### config.mk
export PLATFORM = sky130hd
export DESIGN_NAME = psr_shift_top
export DESIGN_NICKNAME = d
export VERILOG_FILES = /design/src/verilog/psr_pkg.sv /design/src/verilog/psr_pin_sync.sv /design/src/verilog/psr_shift_top.sv
export VERILOG_INCLUDE_DIRS = /design/src /design/src/verilog
export SDC_FILE = /design/constraint.sdc
export NUM_CORES = 1
export LEC_CHECK = 0
export ABC_AREA = 1
export BUFFER_PORTS_ARGS = -buffer_cell sky130_fd_sc_hd__buf_4
export CORE_MARGIN = 2
export CORE_UTILIZATION = 25
export DETAILED_ROUTE_END_ITERATION = 12
export MAX_ROUTING_LAYER = met4
export PLACE_DENSITY = 0.54
export SYNTH_ARGS = -nofsm -noshare
export SYNTH_HDL_FRONTEND = slang
export SYNTH_SLANG_ARGS = --single-unit
### constraint.sdc
create_clock -name mclk -period 2.7 [get_ports mclk]
set_input_delay 0.135 -clock mclk [delete_from_list [all_inputs] [get_ports mclk]]
set_output_delay 0.135 -clock mclk [all_outputs]
set_load 0.01 [all_outputs]
### src/verilog/psr_consts.svh
// Constants for the eight-stage parallel-in serial-out shift register
`ifndef PSR_CONSTS_SVH
`define PSR_CONSTS_SVH

// ****************************************************************
// Geometry
// ****************************************************************
`define PSR_STAGES         8
`define PSR_PIN_COUNT      12
`define PSR_SYNC_RESET     12'hFFF

// ****************************************************************
// Register map (byte addresses, one 32-bit word each)
// ****************************************************************
`define PSR_ADR_W          8
`define PSR_OFF_CTRL       8'h00
`define PSR_OFF_STAGE      8'h04
`define PSR_OFF_PINS       8'h08
`define PSR_OFF_COUNT      8'h0C

// ****************************************************************
// Field positions and reset values
// ****************************************************************
`define PSR_CTRL_EN_BIT    0
`define PSR_CTRL_RESET     1'h1
`define PSR_CNT_W          8
`define PSR_CNT_ONE        8'h01

`endif

### src/verilog/psr_pkg.sv
// Types shared by the shift register design
`default_nettype none

package psr_pkg;

  // Stage vector
  typedef logic [7:0] psr_stage_t;

  // Action taken at a mclk edge, Gray coded along hold-load-shift
  typedef enum logic [1:0] {
    PSR_HOLD  = 2'h0,
    PSR_LOAD  = 2'h1,
    PSR_SHIFT = 2'h3
  } psr_op_e;

endpackage
`default_nettype wire

### src/verilog/psr_pin_sync.sv
// Three-flop pin synchroniser with agreement filter
`timescale 1ns/1ps
`default_nettype none

module psr_pin_sync #(
  parameter int          WIDTH   = 1,
  parameter logic [WIDTH-1:0] RST_VAL = '0
) (
  input  wire logic             mclk,
  input  wire logic             rst_n,
  input  wire logic [WIDTH-1:0] pinIn,
  output logic      [WIDTH-1:0] levelOut
);

  logic [WIDTH-1:0] meta_ff;
  logic [WIDTH-1:0] stab_ff;
  logic [WIDTH-1:0] late_ff;
  logic [WIDTH-1:0] level_ff;

  // ****************************************************************
  // Synchroniser chain; meta_ff feeds stab_ff and nothing else
  // ****************************************************************
  always_ff @(posedge mclk or negedge rst_n) begin
    if (!rst_n) begin
      meta_ff <= RST_VAL;
      stab_ff <= RST_VAL;
      late_ff <= RST_VAL;
    end else begin
      meta_ff <= pinIn;
      stab_ff <= meta_ff;
      late_ff <= stab_ff;
    end
  end

  // Per bit: a change counts only once second and third flops agree
  always_ff @(posedge mclk or negedge rst_n) begin
    if (!rst_n) begin
      level_ff <= RST_VAL;
    end else begin
      for (int i = 0; i < WIDTH; i++) begin
        if (stab_ff[i] == late_ff[i]) begin
          level_ff[i] <= late_ff[i];
        end
      end
    end
  end

  assign levelOut = level_ff;

endmodule
`default_nettype wire

### src/verilog/psr_shift_top.sv
// Eight-stage parallel-in serial-out shift register with Wishbone status
//
// The placing of the registers and register access over Wishbone were left to the implementer.
`timescale 1ns/1ps
`default_nettype none
`include "psr_consts.svh"

module psr_shift_top (
  input  wire logic        mclk,
  input  wire logic        rst_n,
  input  wire logic        async_clear_n,
  input  wire logic        clock_pin,
  input  wire logic        clock_enable_n,
  input  wire logic        load_select_n,
  input  wire logic        serial_in,
  input  wire logic [7:0]  parallel_in,
  output logic             last_stage_out,
  input  wire logic [7:0]  adr_i,
  input  wire logic [31:0] dat_i,
  input  wire logic [3:0]  sel_i,
  input  wire logic        we_i,
  input  wire logic        cyc_i,
  input  wire logic        stb_i,
  output logic [31:0]      dat_o,
  output logic             ack_o
);

  // ****************************************************************
  // Declarations
  // ****************************************************************
  logic [11:0]         pinLevel;
  logic                clkLvl;
  logic                inhLvl;
  logic                loadLvl;
  logic                serLvl;
  psr_pkg::psr_stage_t parLvl;
  logic                effLvl;
  logic                effPrev_ff;
  logic                edgeSeen;
  psr_pkg::psr_op_e    op;
  psr_pkg::psr_stage_t stage_ff;
  psr_pkg::psr_stage_t nxt_stage;
  logic                clrMeta_ff;
  logic                clrN_ff;
  logic                clrAsyncN;
  logic                ctrlEn_ff;
  logic [7:0]          loadCnt_ff;
  logic [7:0]          shiftCnt_ff;
  logic                ack_ff;
  logic [31:0]         dat_ff;
  logic [31:0]         nxt_dat;
  logic                busReq;
  logic                busWr;
  logic                cntClr;

  // ****************************************************************
  // Pin sampling
  // ****************************************************************
  // All stage-side pins but the clear share one synchroniser so their latency matches
  psr_pin_sync #(
    .WIDTH   (`PSR_PIN_COUNT),
    .RST_VAL (`PSR_SYNC_RESET)
  ) u_pins (
    .mclk     (mclk),
    .rst_n    (rst_n),
    .pinIn    ({parallel_in, serial_in, load_select_n,
                clock_enable_n, clock_pin}),
    .levelOut (pinLevel)
  );

  assign clkLvl  = pinLevel[0];
  assign inhLvl  = pinLevel[1];
  assign loadLvl = pinLevel[2];
  assign serLvl  = pinLevel[3];
  assign parLvl  = pinLevel[11:4];

  // ****************************************************************
  // Effective clock edge
  // ****************************************************************
  // OR gate treats both pins alike, so they may be swapped
  assign effLvl = clkLvl | inhLvl;

  // Reset high: pins that idle high give no false edge after reset
  always_ff @(posedge mclk or negedge rst_n) begin
    if (!rst_n) begin
      effPrev_ff <= 1'h1;
    end else begin
      effPrev_ff <= effLvl;
    end
  end

  // Rising edge of the gated level acts as an mclk enable
  assign edgeSeen = effLvl & ~effPrev_ff & ctrlEn_ff;

  // ****************************************************************
  // Clear: asserted at once, released in step with mclk
  // ****************************************************************
  // Release is synchronised so no stage sees a runt recovery
  assign clrAsyncN = rst_n & async_clear_n;

  always_ff @(posedge mclk or negedge clrAsyncN) begin
    if (!clrAsyncN) begin
      clrMeta_ff <= 1'h0;
      clrN_ff    <= 1'h0;
    end else begin
      clrMeta_ff <= 1'h1;
      clrN_ff    <= clrMeta_ff;
    end
  end

  // ****************************************************************
  // Stage register
  // ****************************************************************
  always_comb begin
    if (!edgeSeen) begin
      op = psr_pkg::PSR_HOLD;
    end else if (!loadLvl) begin
      op = psr_pkg::PSR_LOAD;
    end else begin
      op = psr_pkg::PSR_SHIFT;
    end
  end

  always_comb begin
    unique case (op)
      psr_pkg::PSR_HOLD:  nxt_stage = stage_ff;
      psr_pkg::PSR_LOAD:  nxt_stage = parLvl;
      psr_pkg::PSR_SHIFT: nxt_stage = {stage_ff[6:0], serLvl};
      default:            nxt_stage = stage_ff;
    endcase
  end

  // Clear overrides load, shift and inhibit
  always_ff @(posedge mclk or negedge clrAsyncN) begin
    if (!clrAsyncN) begin
      stage_ff <= '0;
    end else if (!clrN_ff) begin
      stage_ff <= '0;
    end else begin
      stage_ff <= nxt_stage;
    end
  end

  // Last stage drives the chain output straight from its flop
  assign last_stage_out = stage_ff[7];

  // ****************************************************************
  // Wishbone slave
  // ****************************************************************
  assign busReq = cyc_i & stb_i & ~ack_ff;
  assign busWr  = busReq & we_i;
  assign cntClr = busWr & (adr_i == `PSR_OFF_COUNT);

  // Ack one cycle after the request, dropped the cycle after
  always_ff @(posedge mclk or negedge rst_n) begin
    if (!rst_n) begin
      ack_ff <= 1'h0;
    end else begin
      ack_ff <= busReq;
    end
  end

  // Enable bit gates pin edges; default on so pins work untouched
  always_ff @(posedge mclk or negedge rst_n) begin
    if (!rst_n) begin
      ctrlEn_ff <= `PSR_CTRL_RESET;
    end else if (busWr && adr_i == `PSR_OFF_CTRL && sel_i[0]) begin
      ctrlEn_ff <= dat_i[`PSR_CTRL_EN_BIT];
    end
  end

  // Edge counters; an edge in the clearing cycle still counts
  always_ff @(posedge mclk or negedge rst_n) begin
    if (!rst_n) begin
      loadCnt_ff  <= '0;
      shiftCnt_ff <= '0;
    end else begin
      loadCnt_ff  <= (cntClr ? 8'h00 : loadCnt_ff)
                   + ((op == psr_pkg::PSR_LOAD) ? `PSR_CNT_ONE : 8'h00);
      shiftCnt_ff <= (cntClr ? 8'h00 : shiftCnt_ff)
                   + ((op == psr_pkg::PSR_SHIFT) ? `PSR_CNT_ONE : 8'h00);
    end
  end

  // Read mux; unmapped addresses answer with zero
  always_comb begin
    unique case (adr_i)
      `PSR_OFF_CTRL:  nxt_dat = {31'h0, ctrlEn_ff};
      `PSR_OFF_STAGE: nxt_dat = {24'h0, stage_ff};
      `PSR_OFF_PINS:  nxt_dat = {20'h0, pinLevel};
      `PSR_OFF_COUNT: nxt_dat = {16'h0, shiftCnt_ff, loadCnt_ff};
      default:        nxt_dat = 32'h0;
    endcase
  end

  always_ff @(posedge mclk or negedge rst_n) begin
    if (!rst_n) begin
      dat_ff <= '0;
    end else if (busReq && !we_i) begin
      dat_ff <= nxt_dat;
    end
  end

  assign ack_o = ack_ff;
  assign dat_o = dat_ff;

  // ****************************************************************
  // Checks
  // ****************************************************************
  // Helper copies so the checks need no part-select of $past
  psr_pkg::psr_stage_t chkPar_ff;
  logic                chkSer_ff;
  psr_pkg::psr_stage_t chkOld_ff;

  always_ff @(posedge mclk or negedge rst_n) begin
    if (!rst_n) begin
      chkPar_ff <= '0;
      chkSer_ff <= 1'h0;
      chkOld_ff <= '0;
    end else begin
      chkPar_ff <= parLvl;
      chkSer_ff <= serLvl;
      chkOld_ff <= stage_ff;
    end
  end

  chk_load_parallel:
    assert property (@(posedge mclk) disable iff (!clrAsyncN)
      (op == psr_pkg::PSR_LOAD) && clrN_ff |=> stage_ff == chkPar_ff)
    else $error("Load edge did not copy parallel inputs");

  chk_shift_serial:
    assert property (@(posedge mclk) disable iff (!clrAsyncN)
      (op == psr_pkg::PSR_SHIFT) && clrN_ff |=> stage_ff[0] == chkSer_ff)
    else $error("Shift edge did not capture serial input");

  chk_shift_moves:
    assert property (@(posedge mclk) disable iff (!clrAsyncN)
      (op == psr_pkg::PSR_SHIFT) && clrN_ff
      |=> stage_ff[7:1] == chkOld_ff[6:0])
    else $error("Shift edge did not move stages up by one");

  chk_hold_no_edge:
    assert property (@(posedge mclk) disable iff (!clrAsyncN)
      !edgeSeen && clrN_ff |=> $stable(stage_ff))
    else $error("Stages changed without an effective edge");

  chk_clear_zero:
    assert property (@(posedge mclk) disable iff (!rst_n)
      !async_clear_n |-> stage_ff == 8'h00 && !last_stage_out)
    else $error("Stages not low while clear is active");

  chk_clear_holds:
    assert property (@(posedge mclk) disable iff (!rst_n)
      $fell(clrN_ff) |-> (stage_ff == 8'h00) [*2])
    else $error("Stages left zero too soon after clear");

  chk_inhibit_blocks:
    assert property (@(posedge mclk) disable iff (!rst_n)
      inhLvl && $past(inhLvl) |-> !edgeSeen)
    else $error("Edge taken while inhibit held high");

  chk_gate_swap:
    assert property (@(posedge mclk) disable iff (!rst_n)
      edgeSeen |-> (clkLvl || inhLvl) && !$past(clkLvl) && !$past(inhLvl))
    else $error("Edge taken without a rise of the gated level");

  chk_ack_single:
    assert property (@(posedge mclk) disable iff (!rst_n)
      busReq |=> ack_o ##1 !ack_o)
    else $error("Bus ack not a one-cycle answer");

  chk_count_load:
    assert property (@(posedge mclk) disable iff (!rst_n)
      (op == psr_pkg::PSR_LOAD) && !cntClr
      |=> loadCnt_ff == $past(loadCnt_ff) + 8'h01)
    else $error("Load edge not counted");

  chk_count_shift:
    assert property (@(posedge mclk) disable iff (!rst_n)
      (op == psr_pkg::PSR_SHIFT) && !cntClr
      |=> shiftCnt_ff == $past(shiftCnt_ff) + 8'h01)
    else $error("Shift edge not counted");

  // Software view of the stages must match the flops at request time
  chk_read_stage:
    assert property (@(posedge mclk) disable iff (!rst_n)
      busReq && !we_i && (adr_i == `PSR_OFF_STAGE)
      |=> dat_o == {24'h0, $past(stage_ff)})
    else $error("Stage read returned stale data");

  // Stages leave the cleared state only after the release has settled
  chk_clear_release:
    assert property (@(posedge mclk) disable iff (!rst_n)
      $rose(clrN_ff) |-> stage_ff == 8'h00)
    else $error("Stages moved before clear release settled");

  cov_load:  cover property (@(posedge mclk) op == psr_pkg::PSR_LOAD);
  cov_shift: cover property (@(posedge mclk)
    (op == psr_pkg::PSR_SHIFT) [*2]);
  cov_clear: cover property (@(posedge mclk) !async_clear_n);
  cov_inhib: cover property (@(posedge mclk) inhLvl && $rose(clkLvl));

endmodule
`default_nettype wire

==> reports/metrics.cfg <==
[status]
status = finished, final reports clean

[placement]
gp_congestion = 0.808
post_dp_cell_area_um2 = 4280
dp_hpwl_mm = 5.29
pre_cts_slack_ns = 0.519
numPortBuffers = 45

[cts]
cts_tree = built
postCtsSetupBuffers = 0
clkLatencyLatePin_ns = 0.34
numCtsBuffers = 9
cts_hold_buffers = 14
clkTransAtPathRegs_ns = 0.07
clock_path_buffers = 2
cts.sinks = 93
ctsResizeCount = 0
cts_htree_levels = 3
clock-root-buffer = clkbuf_16

[synthesis]
ys_seq_area_share_pct = 63.2
yosys-top-cells-area = dfstp_2 35%, dfrtp_1 28%, nand2_1 8.3%
syn-cell-area_um2 = 3780
synth_top_area_share_pct = 34.8
yosys_most_used_dff = dfstp_2
ys_types = 28
yosysMostFrequentCell = nand2_1
synth_top_area_cell = dfstp_2
syn_inst = 364
async_flop_share_pct = 100
synth_warnings = 0
netlist_top_cells_count = 84 x nand2_1, 50 x dfstp_2, 43 x dfrtp_1, 40 x nor2_1, 34 x inv_1
synth_edf_count = 0
synth_area_per_cell_um2 = 10.4
ys_ff_latch = 93

[floorplan]
dieArea_um2 = 16100
initial_utilization_pct = 25.8
row_count = 44
io_pins = 96
die_y_um = 127
die_width_um = 127
core_area_um2 = 14600

[setup_path]
start_kind = register
end_kind = register
path_common_cell = nand2_1
r2r_slack_ns = 0.59
cpLargestDelayFamily = simple AND/OR/NAND/NOR gates
critPathBufInv = 2
worstPathRequired_ns = 2.93
critPathKind = reg -> reg
slowest_delay_ns = 0.53
worstReg2RegEnd = loadCnt_ff[6]$_DFF_PN0_
reg2regPathDepth = 11
r2r-start = ctrlEn_ff$_DFFE_PN1P_
cp.arrival_ns = 2.33
crit_fanout = 3
path_cells = inv_1 -> nor3_1 -> inv_1 -> nor2_1 -> ha_1 -> ha_1 -> nand2_1 -> nor2_1 -> nand2_1 -> nand3_1 -> nand2_1
cpMaxStageDelayCell = dfstp_2

[hold_path]
min_from = dat_i[0]
hp-class = in -> reg
hold-path-endpoint = ctrlEn_ff$_DFFE_PN1P_
worstHoldPathCells = 3

[route]
drt_iter0_drc = 106
dr.pass1.iters = 6
routed_via_density = 4.15
routed_wl_mm = 7.37
postRouteAntennaNets = 0
avgRoutedWirePerCell_um = 11.9
drc = 0
dr_total_vias = 2570

[power_and_ir_drop]
ir_worst_vdd_mv = 0.395
p_seq_share_pct = 49.0
netSwitchingFraction_pct = 24.2
p_switching_w = 0.000822
power_density_nw_per_um2 = 714
p_comb_share_pct = 9.9
clock_power_share_pct = 41.1
leakagePower_nw = 2.24
internal_power_w = 0.00258

[global_routing]
grt_max_degree = 33
gr-total-overflow = 0
antenna_found_initial = 0
grt_pass1_vias = 2532
grt_pass1_wl_mm = 12.1
grt_util_all_layers_pct = 9.56

[sta]
hold_viol_final = 0
min_period_ns = 2.11
worst_pin_slew_ns = 0.598
drv_slew = 0
rsz0062_at_grt = false
relSlewSlack_pct = 60.0
fmax_ghz = 0.475
layout_setup_ws_ns = 0.595
clock_skew_ns = 0.0105
min_period_over_period_pct = 78.0
setup_tns_ns = 0
setup-violations-final = 0

[layout]
synthToLayoutAreaGrowth_pct = 25.9
num-nets-final = 497
post-route-util_pct = 32.5
fin_area_um2 = 4760
antenna_cells = 0
drive_gt1_share_pct = 28.0

[job]
cap_violations = 0

[flip-flops by register name (all words and copies together) (netlist names)]
register	cells
shiftCnt_ff	8
u_pins.late_ff	12
clrN_ff	1
clrMeta_ff	1
ctrlEn_ff	1
stage_ff	8
dat_o	16
loadCnt_ff	8
u_pins.meta_ff	12
ack_o	1
u_pins.levelOut	12
u_pins.stab_ff	12
effPrev_ff	1
[layout make-up]
cell class	instances	area [µm²]
Clock buffer	12	289
Clock inverter	4	55.1
Fill cell	1491	9880
Inverter	37	139
Multi-Input combinational cell	226	1150
Sequential cell	93	2390
Tap cell	184	230
Timing Repair Buffer	63	508
[worst register-to-register path, delay by kind of cell (launching register included)]
kind,cells,cell delay [ns]
buffers and inverters,2,0.18
and+or+nand+nor,7,0.91
adders and majority gates,2,0.38
DFF,1,0.53
[routing by layer]
metal / GRT usage [%] / part of all wire (%)
met5: - / 0
met4: 3.49 / 1.2
met3: 1.90 / 3.2
met2: 16.1 / 50
met1: 11.4 / 46
[cell families after synthesis]
logic type	synth area share, %
other cells	0.199
fa+ha+maj	4.83
compound gates	4.97
xor+xnor	1.39
simple gates	17.5
flops	63.2
buf+inv	7.88
[power by group through the flow]
stage	registers (W)	logic, W	clock network [W]
4_1_cts	0.00166	0.000343	0.00143
2_1_floorplan	0.00166	0.000237	0
3_5_place_dp	0.00169	0.000325	0
5_1_grt	0.00168	0.000392	0.00149
3_3_place_gp	0.00168	0.000313	0
6_report	0.00167	0.000337	0.00140
[placed cells by master (no fill, tap or decap)]
| master | n |
|---|---|
| a21oi_1 | 2 |
| dfstp_2 | 50 |
| o21bai_1 | 2 |
| inv_2 | 2 |
| a21o_1 | 1 |
| ha_1 | 5 |
| inv_6 | 2 |
| o21ai_0 | 8 |
| o211ai_1 | 6 |
| buf_4 | 49 |
| dfrtp_1 | 43 |
| nand3_1 | 28 |
| xnor2_1 | 3 |
| clkinvlp_4 | 1 |
| o32ai_1 | 8 |
| inv_1 | 34 |
| clkbuf_8 | 1 |
| nand2_4 | 2 |
| conb_1 | 17 |
| nor2_2 | 1 |
| bufinv_16 | 1 |
| nor3_1 | 2 |
| maj3_1 | 12 |
| dlygate4sd3_1 | 14 |
| nand2_1 | 84 |
| nor2_1 | 40 |
| clkbuf_16 | 11 |
| nor2_4 | 1 |
| xor2_1 | 3 |
| clkinv_1 | 1 |
| nand2_2 | 1 |
[per-stage QoR]
stage	hold slack (ns)	std cells	total power (W)
final	0.0476	619	0.00340
after global placement	0.0605	589	0.00200
after detailed placement	0.0693	589	0.00201
after CTS	0.0333	619	0.00344
after global routing	0.0846	619	0.00357
after floorplan	-0.161	379	0.00189
[worst max path at each step]
stage | startpoint | end | slack [ns] | cells after the start
floorplan | ack_o$_DFF_PN0_ | shiftCnt_ff[4]$_DFF_PN0_ | 0.82 | 12
global placement | ctrlEn_ff$_DFFE_PN1P_ | loadCnt_ff[6]$_DFF_PN0_ | 0.58 | 11
detailed placement | adr_i[7] | loadCnt_ff[6]$_DFF_PN0_ | 0.52 | 14
CTS | ctrlEn_ff$_DFFE_PN1P_ | loadCnt_ff[6]$_DFF_PN0_ | 0.52 | 11
global route | ctrlEn_ff$_DFFE_PN1P_ | loadCnt_ff[6]$_DFF_PN0_ | 0.32 | 11
finish | ctrlEn_ff$_DFFE_PN1P_ | loadCnt_ff[6]$_DFF_PN0_ | 0.59 | 11
Note: power is estimated with default switching activity, not from simulation.
